===== src/logic/ibs_pkg.sv =====
package ibs_pkg;
  // bus status codes
  localparam logic [3:0] CODE_SOP = 4'h1;
  localparam logic [3:0] CODE_IOP = 4'h2;
  localparam logic [3:0] CODE_FETCH = 4'h3;
  localparam logic [3:0] CODE_DOP = 4'h4;
  localparam logic [3:0] CODE_WS = 4'h6;
  localparam logic [3:0] CODE_ALU = 4'h9;
  localparam logic [3:0] CODE_WP = 4'hC;
  // fixed workspace registers
  localparam logic [3:0] WR_LINK = 4'hB;
  localparam logic [3:0] WR_OLD_WP = 4'hD;
  localparam logic [3:0] WR_OLD_PC = 4'hE;
  localparam logic [3:0] WR_OLD_ST = 4'hF;
  // internal cycle counts
  localparam logic [4:0] REP_ONE = 5'h01;
  localparam logic [4:0] REP_PAIR = 5'h02;
  localparam logic [4:0] REP_DIV_CHECK = 5'h04;
  localparam logic [4:0] REP_DIV_LOOP = 5'h12;
  // step positions and reset values
  localparam logic [3:0] STEP_FIRST = 4'h0;
  localparam logic [3:0] DIV_EXIT_STEP = 4'hC;
  localparam logic [4:0] REP_RESET = 5'h00;
  // operand sequence lengths per mode
  localparam logic [2:0] LEN_REG = 3'h1;
  localparam logic [2:0] LEN_IND = 3'h2;
  localparam logic [2:0] LEN_AUTOINC = 3'h4;
  localparam logic [2:0] LEN_SYM = 3'h2;
  localparam logic [2:0] LEN_IDX = 3'h4;
  // substitution selector
  localparam logic [1:0] SB_NONE = 2'h0;
  localparam logic [1:0] SB_SRC = 2'h1;
  localparam logic [1:0] SB_DST = 2'h2;

  typedef enum logic [3:0] {
    OP_CMP_WORD, OP_CMP_BYTE, OP_CMP_IMM, OP_ADD_DW, OP_SUB_DW,
    OP_BRANCH, OP_BRANCH_IND, OP_BRANCH_LINK, OP_BRANCH_LINK_STACK,
    OP_CONTEXT_SWITCH, OP_ZERO, OP_FILL_ONES, OP_CMP_ONES,
    OP_CMP_ZEROS, OP_DIV_UNSIGNED
  } ibs_op_t;

  typedef enum logic [2:0] {
    MODE_REG, MODE_IND, MODE_AUTOINC, MODE_SYM, MODE_IDX
  } ibs_mode_t;

  typedef enum logic [3:0] {
    AD_NONE, AD_PC, AD_SRC_EA, AD_DST_EA, AD_OPND, AD_STACK, AD_WP,
    AD_WR_SRC, AD_WR_DST, AD_WR_DST1, AD_WR_FIX
  } ibs_addr_t;

  typedef enum logic [2:0] {
    ACT_EMIT, ACT_SRC, ACT_DST, ACT_CHK_ZERO, ACT_CHK_OVF, ACT_END
  } ibs_act_t;

  typedef struct packed {
    logic [3:0] code;
    logic wr;
    ibs_addr_t addr;
    logic [3:0] wr_idx;
  } ibs_cycle_t;

  typedef struct packed {
    ibs_op_t op;
    ibs_mode_t src_mode;
    ibs_mode_t dst_mode;
    logic [3:0] src_reg;
    logic [3:0] dst_reg;
    logic src_in_ws;
    logic dst_in_ws;
  } ibs_req_t;

  typedef struct packed {
    ibs_act_t act;
    ibs_cycle_t cyc;
    logic [4:0] reps;
    logic [1:0] subst;
    logic blk;
  } ibs_step_t;

  // cycles that never wait for the memory
  function automatic logic ibs_is_internal(logic [3:0] code);
    return (code == CODE_ALU) || (code == CODE_WP);
  endfunction
endpackage


===== src/logic/ibs_addr_seq.sv =====
module ibs_addr_seq (
  // clock and reset
  input wire logic clk,
  input wire logic rst_n,
  // control from the sequencer
  input wire logic start,
  input wire ibs_pkg::ibs_mode_t mode,
  input wire logic is_dst,
  input wire logic block_final,
  // bus side
  input wire logic bus_ack,
  output ibs_pkg::ibs_cycle_t cyc,
  output logic valid,
  output logic done
);
  logic [2:0] idx;
  logic [2:0] len;
  logic [2:0] last;
  logic adv;
  ibs_pkg::ibs_cycle_t first_cyc;
  ibs_pkg::ibs_cycle_t next_cyc;

  // one cycle of the operand derivation for a mode
  // length is an argument so the callers re-run when it changes
  function automatic ibs_pkg::ibs_cycle_t seq_cyc(ibs_pkg::ibs_mode_t m,
                                                  logic d, logic [2:0] i,
                                                  logic [2:0] n);
    ibs_pkg::ibs_cycle_t c;
    c.code = ibs_pkg::CODE_WS;
    c.wr = 1'b0;
    c.addr = d ? ibs_pkg::AD_WR_DST : ibs_pkg::AD_WR_SRC;
    c.wr_idx = 4'h0;
    if (i == 3'h1 && (m == ibs_pkg::MODE_SYM || m == ibs_pkg::MODE_IDX))
      c.code = ibs_pkg::CODE_IOP;
    if (i == 3'h1 && m == ibs_pkg::MODE_AUTOINC)
      c.code = ibs_pkg::CODE_ALU;
    if (i == 3'h2 && m == ibs_pkg::MODE_IDX)
      c.code = ibs_pkg::CODE_ALU;
    if (i == 3'h2 && m == ibs_pkg::MODE_AUTOINC)
      c.wr = 1'b1;
    if (c.code != ibs_pkg::CODE_WS)
      c.addr = (c.code == ibs_pkg::CODE_IOP) ? ibs_pkg::AD_PC : ibs_pkg::AD_NONE;
    if (i == 3'h0 && m == ibs_pkg::MODE_SYM)
    begin
      c.code = ibs_pkg::CODE_IOP;
      c.addr = ibs_pkg::AD_PC;
    end
    // final operand read goes to the effective address in every mode but register
    if (m != ibs_pkg::MODE_REG && i == n - 3'h1)
    begin
      c.code = d ? ibs_pkg::CODE_DOP : ibs_pkg::CODE_SOP;
      c.addr = d ? ibs_pkg::AD_DST_EA : ibs_pkg::AD_SRC_EA;
    end
    return c;
  endfunction

  // sequence length per addressing mode
  always_comb
  begin
    case (mode)
      ibs_pkg::MODE_REG: len = ibs_pkg::LEN_REG;
      ibs_pkg::MODE_IND: len = ibs_pkg::LEN_IND;
      ibs_pkg::MODE_AUTOINC: len = ibs_pkg::LEN_AUTOINC;
      ibs_pkg::MODE_SYM: len = ibs_pkg::LEN_SYM;
      default: len = ibs_pkg::LEN_IDX;
    endcase
  end

  assign last = len - {2'b00, block_final};
  assign first_cyc = seq_cyc(mode, is_dst, 3'h0, len);
  assign next_cyc = seq_cyc(mode, is_dst, idx, len);
  assign adv = valid && (bus_ack || ibs_pkg::ibs_is_internal(cyc.code));

  // walk the derivation, one bus cycle per step
  always_ff @(posedge clk)
  begin
    if (!rst_n)
    begin
      idx <= 3'h0;
      valid <= 1'b0;
      done <= 1'b0;
      cyc <= '0;
    end
    else
    begin
      done <= 1'b0;
      if (start)
      begin
        idx <= 3'h1;
        valid <= (last != 3'h0);
        done <= (last == 3'h0);
        cyc <= first_cyc;
      end
      else if (adv)
      begin
        idx <= idx + 3'h1;
        valid <= (idx != last);
        done <= (idx == last);
        cyc <= next_cyc;
      end
    end
  end
endmodule


===== src/logic/ibs_rep_count.sv =====
module ibs_rep_count (
  // clock and reset
  input wire logic clk,
  input wire logic rst_n,
  // control
  input wire logic load,
  input wire logic [4:0] load_val,
  input wire logic dec,
  // status
  output logic last
);
  logic [4:0] cnt;

  // remaining repeats of the current cycle
  always_ff @(posedge clk)
  begin
    if (!rst_n)
      cnt <= ibs_pkg::REP_RESET;
    else if (load)
      cnt <= load_val;
    else if (dec)
      cnt <= cnt - ibs_pkg::REP_ONE;
  end

  // zero also counts as last so a bad load cannot hang
  assign last = (cnt <= ibs_pkg::REP_ONE);
endmodule


===== src/logic/ibs_sequencer.sv =====
module ibs_sequencer (
  // clock and reset
  input wire logic clk,
  input wire logic rst_n,
  // instruction request
  input wire logic req_valid,
  input wire ibs_pkg::ibs_req_t req,
  output logic req_ready,
  output logic done,
  output logic exit_taken,
  // divide conditions from the datapath
  input wire logic divisor_zero,
  input wire logic divisor_not_greater,
  // memory bus
  output logic bus_valid,
  output ibs_pkg::ibs_cycle_t bus_cyc,
  input wire logic bus_ack
);
  typedef enum logic [1:0] {S_IDLE, S_STEP, S_WAIT, S_SUB} ibs_state_t;

  ibs_state_t state;
  ibs_state_t next_state;
  ibs_pkg::ibs_req_t req_q;
  logic [3:0] idx;
  logic [3:0] next_idx;
  logic own_valid;
  logic next_valid;
  ibs_pkg::ibs_cycle_t own_cyc;
  ibs_pkg::ibs_cycle_t next_cyc;
  logic next_done;
  logic next_exit;
  ibs_pkg::ibs_step_t step;
  ibs_pkg::ibs_cycle_t emit_cyc;
  logic ws_src;
  logic ws_dst;
  logic own_adv;
  logic rep_load;
  logic rep_dec;
  logic rep_last;
  logic sub_start;
  logic sub_valid;
  logic sub_done;
  logic req_take;
  ibs_pkg::ibs_cycle_t sub_cyc;
  ibs_pkg::ibs_mode_t sub_mode;
  logic sub_is_dst;

  // generic step builder
  function automatic ibs_pkg::ibs_step_t mk(ibs_pkg::ibs_act_t a,
                                            logic [3:0] c, logic w,
                                            ibs_pkg::ibs_addr_t ad,
                                            logic [3:0] wi, logic [4:0] r,
                                            logic [1:0] sb, logic b);
    ibs_pkg::ibs_step_t s;
    s.act = a;
    s.cyc.code = c;
    s.cyc.wr = w;
    s.cyc.addr = ad;
    s.cyc.wr_idx = wi;
    s.reps = r;
    s.subst = sb;
    s.blk = b;
    return s;
  endfunction

  // plain bus cycle
  function automatic ibs_pkg::ibs_step_t em(logic [3:0] c, logic w,
                                            ibs_pkg::ibs_addr_t ad);
    return mk(ibs_pkg::ACT_EMIT, c, w, ad, 4'h0, ibs_pkg::REP_ONE,
              ibs_pkg::SB_NONE, 1'b0);
  endfunction

  // operand cycle that turns into a workspace cycle
  function automatic ibs_pkg::ibs_step_t ems(logic [3:0] c, logic w);
    if (c == ibs_pkg::CODE_SOP)
      return mk(ibs_pkg::ACT_EMIT, c, w, ibs_pkg::AD_SRC_EA, 4'h0,
                ibs_pkg::REP_ONE, ibs_pkg::SB_SRC, 1'b0);
    return mk(ibs_pkg::ACT_EMIT, c, w, ibs_pkg::AD_DST_EA, 4'h0,
              ibs_pkg::REP_ONE, ibs_pkg::SB_DST, 1'b0);
  endfunction

  // run of internal cycles
  function automatic ibs_pkg::ibs_step_t alu(logic [4:0] n);
    return mk(ibs_pkg::ACT_EMIT, ibs_pkg::CODE_ALU, 1'b0, ibs_pkg::AD_NONE,
              4'h0, n, ibs_pkg::SB_NONE, 1'b0);
  endfunction

  // workspace write to a fixed register
  function automatic ibs_pkg::ibs_step_t wsw(logic [3:0] wi);
    return mk(ibs_pkg::ACT_EMIT, ibs_pkg::CODE_WS, 1'b1, ibs_pkg::AD_WR_FIX,
              wi, ibs_pkg::REP_ONE, ibs_pkg::SB_NONE, 1'b0);
  endfunction

  // control step without a bus cycle of its own
  function automatic ibs_pkg::ibs_step_t act(ibs_pkg::ibs_act_t a, logic b);
    return mk(a, ibs_pkg::CODE_ALU, 1'b0, ibs_pkg::AD_NONE, 4'h0,
              ibs_pkg::REP_ONE, ibs_pkg::SB_NONE, b);
  endfunction

  // instruction fetch from a given address
  function automatic ibs_pkg::ibs_step_t fetch(ibs_pkg::ibs_addr_t ad);
    return em(ibs_pkg::CODE_FETCH, 1'b0, ad);
  endfunction

  // per-instruction step tables
  function automatic ibs_pkg::ibs_step_t step_of(ibs_pkg::ibs_op_t op,
                                                 logic [3:0] i);
    ibs_pkg::ibs_step_t s;
    s = act(ibs_pkg::ACT_END, 1'b0);
    case (op)
      ibs_pkg::OP_CMP_WORD, ibs_pkg::OP_CMP_BYTE:
        case (i)
          4'h0: s = act(ibs_pkg::ACT_SRC, 1'b0);
          4'h1: s = act(ibs_pkg::ACT_DST, 1'b0);
          4'h2: s = fetch(ibs_pkg::AD_PC);
          4'h3: s = alu(ibs_pkg::REP_ONE);
          default: s = act(ibs_pkg::ACT_END, 1'b0);
        endcase
      ibs_pkg::OP_CMP_IMM:
        case (i)
          4'h0: s = em(ibs_pkg::CODE_WS, 1'b0, ibs_pkg::AD_WR_SRC);
          4'h1: s = em(ibs_pkg::CODE_IOP, 1'b0, ibs_pkg::AD_PC);
          4'h2: s = fetch(ibs_pkg::AD_PC);
          4'h3: s = alu(ibs_pkg::REP_ONE);
          default: s = act(ibs_pkg::ACT_END, 1'b0);
        endcase
      ibs_pkg::OP_ADD_DW, ibs_pkg::OP_SUB_DW:
        case (i)
          4'h0: s = em(ibs_pkg::CODE_IOP, 1'b0, ibs_pkg::AD_PC);
          4'h1: s = alu(ibs_pkg::REP_ONE);
          4'h2: s = act(ibs_pkg::ACT_SRC, 1'b0);
          4'h3: s = act(ibs_pkg::ACT_DST, 1'b1);
          4'h4: s = alu(ibs_pkg::REP_PAIR);
          4'h5: s = ems(ibs_pkg::CODE_SOP, 1'b0);
          4'h6: s = ems(ibs_pkg::CODE_DOP, 1'b0);
          4'h7: s = alu(ibs_pkg::REP_ONE);
          4'h8: s = ems(ibs_pkg::CODE_DOP, 1'b1);
          4'h9: s = ems(ibs_pkg::CODE_DOP, 1'b0);
          4'hA: s = fetch(ibs_pkg::AD_PC);
          4'hB: s = ems(ibs_pkg::CODE_DOP, 1'b1);
          default: s = act(ibs_pkg::ACT_END, 1'b0);
        endcase
      ibs_pkg::OP_BRANCH:
        case (i)
          4'h0: s = act(ibs_pkg::ACT_SRC, 1'b1);
          4'h1: s = alu(ibs_pkg::REP_ONE);
          4'h2: s = fetch(ibs_pkg::AD_SRC_EA);
          4'h3: s = alu(ibs_pkg::REP_ONE);
          default: s = act(ibs_pkg::ACT_END, 1'b0);
        endcase
      ibs_pkg::OP_BRANCH_IND:
        case (i)
          4'h0: s = act(ibs_pkg::ACT_SRC, 1'b0);
          4'h1: s = alu(ibs_pkg::REP_ONE);
          4'h2: s = fetch(ibs_pkg::AD_OPND);
          4'h3: s = alu(ibs_pkg::REP_ONE);
          default: s = act(ibs_pkg::ACT_END, 1'b0);
        endcase
      ibs_pkg::OP_BRANCH_LINK:
        case (i)
          4'h0: s = act(ibs_pkg::ACT_SRC, 1'b0);
          4'h1: s = alu(ibs_pkg::REP_PAIR);
          4'h2: s = fetch(ibs_pkg::AD_SRC_EA);
          4'h3: s = wsw(ibs_pkg::WR_LINK);
          default: s = act(ibs_pkg::ACT_END, 1'b0);
        endcase
      ibs_pkg::OP_BRANCH_LINK_STACK:
        case (i)
          4'h0: s = em(ibs_pkg::CODE_WS, 1'b0, ibs_pkg::AD_WR_SRC);
          4'h1: s = alu(ibs_pkg::REP_ONE);
          4'h2: s = em(ibs_pkg::CODE_WS, 1'b1, ibs_pkg::AD_WR_SRC);
          4'h3: s = em(ibs_pkg::CODE_IOP, 1'b0, ibs_pkg::AD_PC);
          4'h4: s = em(ibs_pkg::CODE_SOP, 1'b1, ibs_pkg::AD_STACK);
          4'h5: s = fetch(ibs_pkg::AD_OPND);
          4'h6: s = alu(ibs_pkg::REP_ONE);
          default: s = act(ibs_pkg::ACT_END, 1'b0);
        endcase
      ibs_pkg::OP_CONTEXT_SWITCH:
        case (i)
          4'h0: s = act(ibs_pkg::ACT_SRC, 1'b0);
          4'h1: s = alu(ibs_pkg::REP_PAIR);
          4'h2: s = ems(ibs_pkg::CODE_SOP, 1'b0);
          4'h3: s = em(ibs_pkg::CODE_WP, 1'b0, ibs_pkg::AD_WP);
          4'h4: s = wsw(ibs_pkg::WR_OLD_WP);
          4'h5: s = wsw(ibs_pkg::WR_OLD_PC);
          4'h6: s = wsw(ibs_pkg::WR_OLD_ST);
          4'h7: s = fetch(ibs_pkg::AD_PC);
          4'h8: s = alu(ibs_pkg::REP_ONE);
          default: s = act(ibs_pkg::ACT_END, 1'b0);
        endcase
      ibs_pkg::OP_ZERO, ibs_pkg::OP_FILL_ONES:
        case (i)
          4'h0: s = act(ibs_pkg::ACT_SRC, 1'b1);
          4'h1: s = alu(ibs_pkg::REP_ONE);
          4'h2: s = fetch(ibs_pkg::AD_PC);
          4'h3: s = ems(ibs_pkg::CODE_SOP, 1'b1);
          default: s = act(ibs_pkg::ACT_END, 1'b0);
        endcase
      ibs_pkg::OP_CMP_ONES, ibs_pkg::OP_CMP_ZEROS:
        case (i)
          4'h0: s = act(ibs_pkg::ACT_SRC, 1'b0);
          4'h1: s = em(ibs_pkg::CODE_WS, 1'b0, ibs_pkg::AD_WR_DST);
          4'h2: s = fetch(ibs_pkg::AD_PC);
          4'h3: s = alu(ibs_pkg::REP_ONE);
          default: s = act(ibs_pkg::ACT_END, 1'b0);
        endcase
      ibs_pkg::OP_DIV_UNSIGNED:
        case (i)
          4'h0: s = act(ibs_pkg::ACT_SRC, 1'b0);
          4'h1: s = alu(ibs_pkg::REP_ONE);
          4'h2: s = em(ibs_pkg::CODE_WS, 1'b0, ibs_pkg::AD_WR_DST);
          4'h3: s = act(ibs_pkg::ACT_CHK_ZERO, 1'b0);
          4'h4: s = em(ibs_pkg::CODE_WS, 1'b0, ibs_pkg::AD_WR_DST1);
          4'h5: s = alu(ibs_pkg::REP_DIV_CHECK);
          4'h6: s = act(ibs_pkg::ACT_CHK_OVF, 1'b0);
          4'h7: s = alu(ibs_pkg::REP_DIV_LOOP);
          4'h8: s = em(ibs_pkg::CODE_WS, 1'b1, ibs_pkg::AD_WR_DST);
          4'h9: s = fetch(ibs_pkg::AD_PC);
          4'hA: s = em(ibs_pkg::CODE_WS, 1'b1, ibs_pkg::AD_WR_DST1);
          4'hC: s = fetch(ibs_pkg::AD_PC);
          4'hD: s = alu(ibs_pkg::REP_ONE);
          default: s = act(ibs_pkg::ACT_END, 1'b0);
        endcase
      default: s = act(ibs_pkg::ACT_END, 1'b0);
    endcase
    return s;
  endfunction

  // decode of the current step
  assign step = step_of(req_q.op, idx);
  assign ws_src = (step.subst == ibs_pkg::SB_SRC) && req_q.src_in_ws;
  assign ws_dst = (step.subst == ibs_pkg::SB_DST) && req_q.dst_in_ws;

  // workspace substitution on starred operand cycles
  always_comb
  begin
    emit_cyc = step.cyc;
    if (ws_src || ws_dst)
    begin
      emit_cyc.code = ibs_pkg::CODE_WS;
      emit_cyc.addr = ws_src ? ibs_pkg::AD_WR_SRC : ibs_pkg::AD_WR_DST;
    end
  end

  // handshakes and operand sub-sequence steering
  assign req_ready = (state == S_IDLE);
  assign req_take = req_ready && req_valid;
  assign own_adv = own_valid && (bus_ack || ibs_pkg::ibs_is_internal(own_cyc.code));
  assign sub_is_dst = (step.act == ibs_pkg::ACT_DST);
  assign sub_mode = sub_is_dst ? req_q.dst_mode : req_q.src_mode;
  assign bus_valid = (state == S_SUB) ? sub_valid : own_valid;
  assign bus_cyc = (state == S_SUB) ? sub_cyc : own_cyc;

  // next-state logic; one idle step between table entries
  always_comb
  begin
    next_state = state;
    next_idx = idx;
    next_valid = own_valid;
    next_cyc = own_cyc;
    next_done = 1'b0;
    next_exit = 1'b0;
    sub_start = 1'b0;
    rep_load = 1'b0;
    rep_dec = 1'b0;
    case (state)
      S_IDLE:
        if (req_valid)
        begin
          next_state = S_STEP;
          next_idx = ibs_pkg::STEP_FIRST;
        end
      S_STEP:
        case (step.act)
          ibs_pkg::ACT_EMIT:
          begin
            next_valid = 1'b1;
            next_cyc = emit_cyc;
            rep_load = 1'b1;
            next_state = S_WAIT;
          end
          ibs_pkg::ACT_SRC, ibs_pkg::ACT_DST:
          begin
            sub_start = 1'b1;
            next_state = S_SUB;
          end
          ibs_pkg::ACT_CHK_ZERO:
          begin
            next_exit = divisor_zero;
            next_idx = divisor_zero ? ibs_pkg::DIV_EXIT_STEP : idx + 4'h1;
          end
          ibs_pkg::ACT_CHK_OVF:
          begin
            next_exit = divisor_not_greater;
            next_idx = divisor_not_greater ? ibs_pkg::DIV_EXIT_STEP : idx + 4'h1;
          end
          default:
          begin
            next_done = 1'b1;
            next_state = S_IDLE;
          end
        endcase
      S_WAIT:
        if (own_adv && rep_last)
        begin
          next_valid = 1'b0;
          next_idx = idx + 4'h1;
          next_state = S_STEP;
        end
        else if (own_adv)
          rep_dec = 1'b1;
      S_SUB:
        if (sub_done)
        begin
          next_idx = idx + 4'h1;
          next_state = S_STEP;
        end
      default: next_state = S_IDLE;
    endcase
  end

  // state registers
  always_ff @(posedge clk)
  begin
    if (!rst_n)
    begin
      state <= S_IDLE;
      idx <= ibs_pkg::STEP_FIRST;
      own_valid <= 1'b0;
      own_cyc <= '0;
      done <= 1'b0;
      exit_taken <= 1'b0;
    end
    else
    begin
      state <= next_state;
      idx <= next_idx;
      own_valid <= next_valid;
      own_cyc <= next_cyc;
      done <= next_done;
      exit_taken <= next_exit;
    end
  end

  // request held for the whole instruction
  always_ff @(posedge clk)
  begin
    if (!rst_n)
      req_q <= '0;
    else if (req_take)
      req_q <= req;
  end

  // repeat counter for runs of internal cycles
  ibs_rep_count u_rep (
    .clk(clk),
    .rst_n(rst_n),
    .load(rep_load),
    .load_val(step.reps),
    .dec(rep_dec),
    .last(rep_last)
  );

  // operand address derivation, address-only when blk is set
  ibs_addr_seq u_addr (
    .clk(clk),
    .rst_n(rst_n),
    .start(sub_start),
    .mode(sub_mode),
    .is_dst(sub_is_dst),
    .block_final(step.blk),
    .bus_ack(bus_ack),
    .cyc(sub_cyc),
    .valid(sub_valid),
    .done(sub_done)
  );
endmodule

===== config.mk =====
export PLATFORM = sky130hd
export DESIGN_NAME = ibs_sequencer
export DESIGN_NICKNAME = d
export VERILOG_FILES = /design/src/logic/ibs_pkg.sv /design/src/logic/ibs_addr_seq.sv /design/src/logic/ibs_rep_count.sv /design/src/logic/ibs_sequencer.sv
export SDC_FILE = /design/constraint.sdc
export NUM_CORES = 1
export LEC_CHECK = 0
export BUFFER_PORTS_ARGS = -buffer_cell sky130_fd_sc_hd__buf_2
export CORE_ASPECT_RATIO = 2
export CORE_UTILIZATION = 55
export CTS_CLUSTER_SIZE = 10
export DETAILED_ROUTE_END_ITERATION = 10
export PLACE_DENSITY = 0.85
export SKIP_LAST_GASP = 1
export SYNTH_ARGS = -nofsm -noshare
export SYNTH_HDL_FRONTEND = slang
export SYNTH_HIERARCHICAL = 1
export SYNTH_SLANG_ARGS = --single-unit

===== constraint.sdc =====
create_clock -name clk -period 4.6 [get_ports clk]
set_input_delay 0 -clock clk [delete_from_list [all_inputs] [get_ports clk]]
set_output_delay 0 -clock clk [all_outputs]
set_load 0.1 [all_outputs]

-- Word-level counts from Yosys, hierarchy flattened
Memories as Yosys holds them, arrays and structs flattened. A register that Yosys moved wholly into a read port is not among the register bits.
Index checks and enable logic that the tools add are counted.
- shift operators: 0
- $add $sub $neg: 5
- multiplexer cells: 73
- equality and inequality tests: 50
- order comparisons: 1
- multiply operators: 0
- div/mod/pow operators: 0
- bitwise gates (word level): 1
- reductions and logical operators: 48
- operators with widths (cell ; count):
    24-bit case mux with 4 select lines ; 5
    24-bit case mux with 11 select lines ; 1
    24-bit case mux with 3 select lines ; 2
    24-bit case mux with 6 select lines ; 1
    4-bit 2-to-1 mux ; 25
    4-bit == test, second input constant ; 11
    13-bit 2-to-1 mux ; 3
    4-bit by 3-bit == test with 1-bit output, second input constant ; 7
    4-bit by 2-bit == test with 1-bit output, second input constant ; 5
    1-bit 2-to-1 mux ; 20
    2-bit OR reduction ; 10
    4-bit case mux with 4 select lines ; 1
    3-bit by 2-bit == test with 1-bit output, second input constant ; 5
    3-bit zero test ; 5
    1-bit logical AND ; 13
    3-bit 2-to-1 mux ; 4
    5-bit 2-to-1 mux ; 2
    3-bit by 1-bit == test with 1-bit output, second input constant ; 3
    4-bit by 1-bit == test with 1-bit output, second input constant ; 2
    4-bit zero test ; 2
    2-bit case mux with 4 select lines ; 1
    4-bit case mux with 2 select lines ; 1
    4-bit AND reduction ; 2
    2-bit == test, second input constant ; 3
    other kinds (26) ; 44
- memories kept: 3
- word-level logic and storage cells: 203
- bits in writable memories: 0
- bits in read-only memories: 752
- register bits: 53
- output and inout port bits: 17
- input port bits: 26
- latch bits: 0
- memory list (name ; words ; bits a word ; read ports ; clocked after Yosys merged registers in ; wr ports ; line ; RTL):
    (name not given) ; 16 ; 18 ; 1 ; 1 ; 0 ; ibs_sequencer.sv:179 ; case (i)
    (name not given) ; 16 ; 15 ; 1 ; 1 ; 0 ; ibs_sequencer.sv:128 ; case (i)
    (name not given) ; 16 ; 14 ; 1 ; 1 ; 0 ; ibs_sequencer.sv:208 ; case (i)

-- Longest topological paths before layout
- depth after elaboration: 19
- depth in mapped cells: 17
- mapped depth without buffers: 17

-- By module
Netlist, hierarchy kept.
- modules (own cells, without submodules) (module ; seq. area each (um^2) ; cells an instance ; instances ; area an instance (um^2)):
    ibs_sequencer ; 1421.4 ; 508 ; 1 ; 4130.2
    ibs_addr_seq ; 280.3 ; 128 ; 1 ; 1112.3
    ibs_rep_count ; 100.1 ; 32 ; 1 ; 272.8

-- Least setup slack after synthesis
No wires, ideal clock.
- path type: register to register
- start point: reg req_q[18] in the netlist's numbering
- end point: reg u_addr.valid
- data arrival time: 4.773 ns
- data required time: 4.485 ns
- buffers on the path: 2
- cell stages (with the launch flop): 16
- setup time: 0.115 ns
- path slack: -0.288 ns
- period minus slack after synthesis: 4.888 ns
- path through: dfxtp_1 -> buf_2 -> nor4b_1 -> or2_4 -> buf_6 -> a221o_1 -> nor4_1 -> mux2_2 -> or3_4 -> ha_1 -> or2b_1 -> ha_1 -> ha_1 -> xnor2_1 -> or4_1 -> o21a_1
- longest elaborated chain between the ends: 12
- elaborated cells on any way between the ends: 37
- classes of those cells: add/sub: 1; eq/ne: 19; mux: 7; reduce/logical: 10
- RTL lines (element ; line ; RTL):
    start: declaration ; ibs_sequencer.sv:23 ; ibs_pkg::ibs_req_t req_q;
    start signal: assignment ; ibs_sequencer.sv:351 ; req_q <= req;
    4-bit == test, or another cell as far along ; ibs_sequencer.sv:110 ; case (op)
    2-bit OR reduction ; ibs_sequencer.sv:110 ;
    24-bit case mux with 11 select lines * ; ibs_sequencer.sv:110 ;
    3-bit by 2-bit == test with 1-bit output * ; ibs_sequencer.sv:249 ; assign sub_is_dst = (step.act == ibs_pkg::ACT_DST);
    named net sub_is_dst ; ibs_sequencer.sv:46 ; logic sub_is_dst;
    3-bit 2-to-1 mux * ; ibs_sequencer.sv:250 ; assign sub_mode = sub_is_dst ? req_q.dst_mode : req_q.src_mode;
    named net sub_mode[2] ; ibs_sequencer.sv:45 ; ibs_pkg::ibs_mode_t sub_mode;
    3-bit by 1-bit == test with 1-bit output / 3-bit by 2-bit == test with 1-bit output (equally long branches) ; n/a ;
    2-bit OR reduction (no source line) ; n/a ;
    3-bit case mux with 2 select lines * ; ibs_addr_seq.sv:60 ; case (mode)
    3-bit by 1-bit subtractor with 3-bit output * ; ibs_addr_seq.sv:69 ; assign last = len - {2'b00, block_final};
    3-bit inequality test ; ibs_addr_seq.sv:97 ; valid <= (idx != last);
    1-bit 2-to-1 mux ; ibs_addr_seq.sv:94 ; else if (adv)
    1-bit 2-to-1 mux * ; ibs_addr_seq.sv:87 ; if (start)
    end signal: assignment ; ibs_addr_seq.sv:90 ; valid <= (last != 3'h0);
    end signal: assignment ; ibs_addr_seq.sv:97 ;
    end: declaration ; ibs_addr_seq.sv:13 ; output logic valid,
The timed path passes the listed nets; every way through them passes the cells marked *. The select of a mux whose other input is x is not followed.
A chain may end at the register's enable or synchronous reset.

==> flow_summary.ini <==
[drt]
ant_nets = 0
dr_total_vias = 5427
drc = 0
wl_per_cell_um = 20.8
viasPerCell = 6.33
drt_first_iter_violations = 451
dr.pass1.iters = 7
drt-total-wl_um = 17800

[global_routing]
overflow = 0
use_met3_pct = 6.38
grt_pass1_wl_um = 27600
antenna_found_initial = 0
gr-usage-met2_pct = 65.3
grt_pass1_vias = 5241
grt_max_degree = 38
gr-max-usage-layer = met2
use_met1_pct = 34.7
grt_util_all_layers_pct = 35.7

[finish]
area_delta_synth_final_pct = 16.3
layout_common_cells = 87 x dfxtp_1, 69 x nand2_1, 63 x a21oi_1, 50 x nor2_1, 34 x buf_2
nFillCells = 861
layout_commonest_cell = dfxtp_1
antenna_cells = 0
final_layout_size_suffix_gt1_share_pct = 19.4
fin_nets = 766

[clocking]
cts_sinks = 90
cts.htree.levels = 3
clk_path_buf_depth = 2
numCtsBuffers = 9
clkSlewWorstSetupHoldPaths_ns = 0.06
insertion_delay_ns = 0.35
cts_tree = built
root_buffer = clkbuf_16

[sta]
post-route-min-period_ns = 4.48
max_freq_mhz = 223
slew_headroom_pct = 44.8
setup-violations-final = 0
slew_viol_final = 0
finClkSkew_ns = 0.00944
whs_ns = 0.158
finalSetupTns_ns = 0
hold_violations = 0
fin_crit_sh_pct = 97.5
tightestPinTransition_ns = 0.817

[critical_path]
r2r_cells = 16
worstSetupEndpointType = flop
path_max_fanout = 6
critical_path_class = reg -> reg
required_ns = 4.84
worstPathArrival_ns = 4.72
start_kind = flop

[floorplan]
fp.dieH_um = 144
die_w_um = 72.8
initial_core_util_pct = 56.5
fp-row-count = 51
core_sq_mm = 0.00976
die-area_sq_mm = 0.0105
pin_count = 43

[place]
gp_congestion = 1.04
port_buffers = 34
hpwl_um = 13600

[yosys]
ys_types = 87
synth_edf_count = 0
synthCells = 668
synthFlopType = dfxtp_1
synth_area_sq_mm = 0.00552
synth_warnings = 6
synth.avg_cell_area_sq_um = 8.26
async_flop_share_pct = 0
ys_seq_elements = 90
ys_seq_area_share_pct = 32.7

[worst_hold_path]
min_path_cells = 2
min_path_type = in -> reg

[pwr]
p_per_area_mw_per_mm2 = 570
p_leak_nw = 2.49
vdd_drop_max_uv = 356

[run]
cap_viol_max_count = 0

[outcome]
status = complete, no violations
==> what timing repair did <==
item	4_1_cts	5_1_grt
setup buffers	0	3
endpoints found under the hold margin	13	0
gates resized for setup	1	14
endpoints found under the setup margin	2	2
pin swaps	0	2
hold buffers	14	0
==> final timing paths <==
| path | end | slack (ns) | from |
|---|---|---|---|
| max | u_addr/valid$_SDFFE_PN0P_ | 0.12 | idx[1]$_SDFFE_PN0N_ |
| min | state[0]$_SDFFE_PN0P_ | 0.16 | rst_n |
| max reg2reg | u_addr/valid$_SDFFE_PN0P_ | 0.12 | idx[1]$_SDFFE_PN0N_ |
| min reg2reg | req_q[14]$_SDFFE_PN0P_ | 0.46 | req_q[14]$_SDFFE_PN0P_ |
==> power breakdown <==
group | internal [W] | switching (W) | total (W) | leakage [nW]
Clock | 0.000436 | 0.000293 | 0.000729 | 0.143
Combinational | 0.000608 | 0.00121 | 0.00182 | 1.61
Sequential | 0.000945 | 0.000162 | 0.00111 | 0.733
==> critical path, cell delays in order, from the launching register on <==
cell,delay [ns]
dfxtp_1,0.38
inv_1,0.11
ha_2,0.22
nor3_1,0.14
a211oi_1,0.10
a221o_1,0.39
nor4_4,0.47
mux2_4,0.37
or3_4,0.41
ha_2,0.23
or2b_1,0.23
ha_1,0.18
ha_1,0.21
xnor2_2,0.16
xnor2_1,0.14
or4_4,0.46
o21a_1,0.18
==> cells in the mapped netlist (7+ instances only) <==
master,number,area [sq um]
and3_1,10,62.6
o21ai_0,20,100
clkbuf_1,30,113
dfxtp_1,90,1800
nor4b_1,9,78.8
nand3_1,13,65.1
ha_1,20,250
o32ai_1,7,61.3
mux2_2,18,203
o22ai_1,10,62.6
nor2_1,50,188
a21oi_1,63,315
a211oi_1,12,90.1
xnor2_1,11,96.3
a2111oi_0,7,61.3
nor3_1,16,80.1
nand2b_1,11,68.8
inv_1,31,116
nand2_1,69,259
nor4_1,7,43.8
==> layer usage <==
layer  vias to the layer above  wire length, um
met2                       229             9390
met1                      2552             6240
met3                        94              809
met4                         0             1380
met5                         -                0
li1                       2552                -
==> kinds of logic (layout without fill, tap and decap cells) <==
kind of cell | count (synthesis) | in the layout | share of synthesized area [%]
and+or+nand+nor | 247 | 247 | 24.3
AOI/OAI and AO/OA | 199 | 199 | 25.8
DFF | 90 | 90 | 32.7
buffers and inverters | 77 | 131 | 6.33
adders and majority gates | 20 | 20 | 4.54
muxes | 19 | 19 | 3.86
xor gates and xnor gates | 14 | 14 | 2.36
other | 2 | 5 | 0.136
==> layout make-up <==
| class | instances | area, sq um | area share [%] |
|---|---|---|---|
| multi-input combinational | 504 | 3440 | 53.7 |
| sequential | 90 | 1810 | 28.2 |
| timing repair buffer | 82 | 569 | 8.88 |
| clock buffer | 12 | 246 | 3.84 |
| tap | 132 | 165 | 2.58 |
| inverter | 33 | 129 | 2.01 |
| clock inverter | 4 | 51.3 | 0.800 |
==> stage by stage <==
step | total power, W | utilization [%] | instance area (sq um) | instances | worst slack [ns]
after floorplan | 0.00242 | - | 5540 | 671 | 0.139
after global placement | 0.00281 | 60.4 | 5900 | 824 | 0.118
after detailed placement | 0.00284 | 60.4 | 5900 | 824 | -0.0231
after CTS | 0.00358 | 64.9 | 6340 | 854 | 0.0216
after global routing | 0.00384 | 65.7 | 6410 | 857 | -0.0309
final | 0.00366 | 65.7 | 6410 | 857 | 0.115
Power figures use the tool's default switching activity.
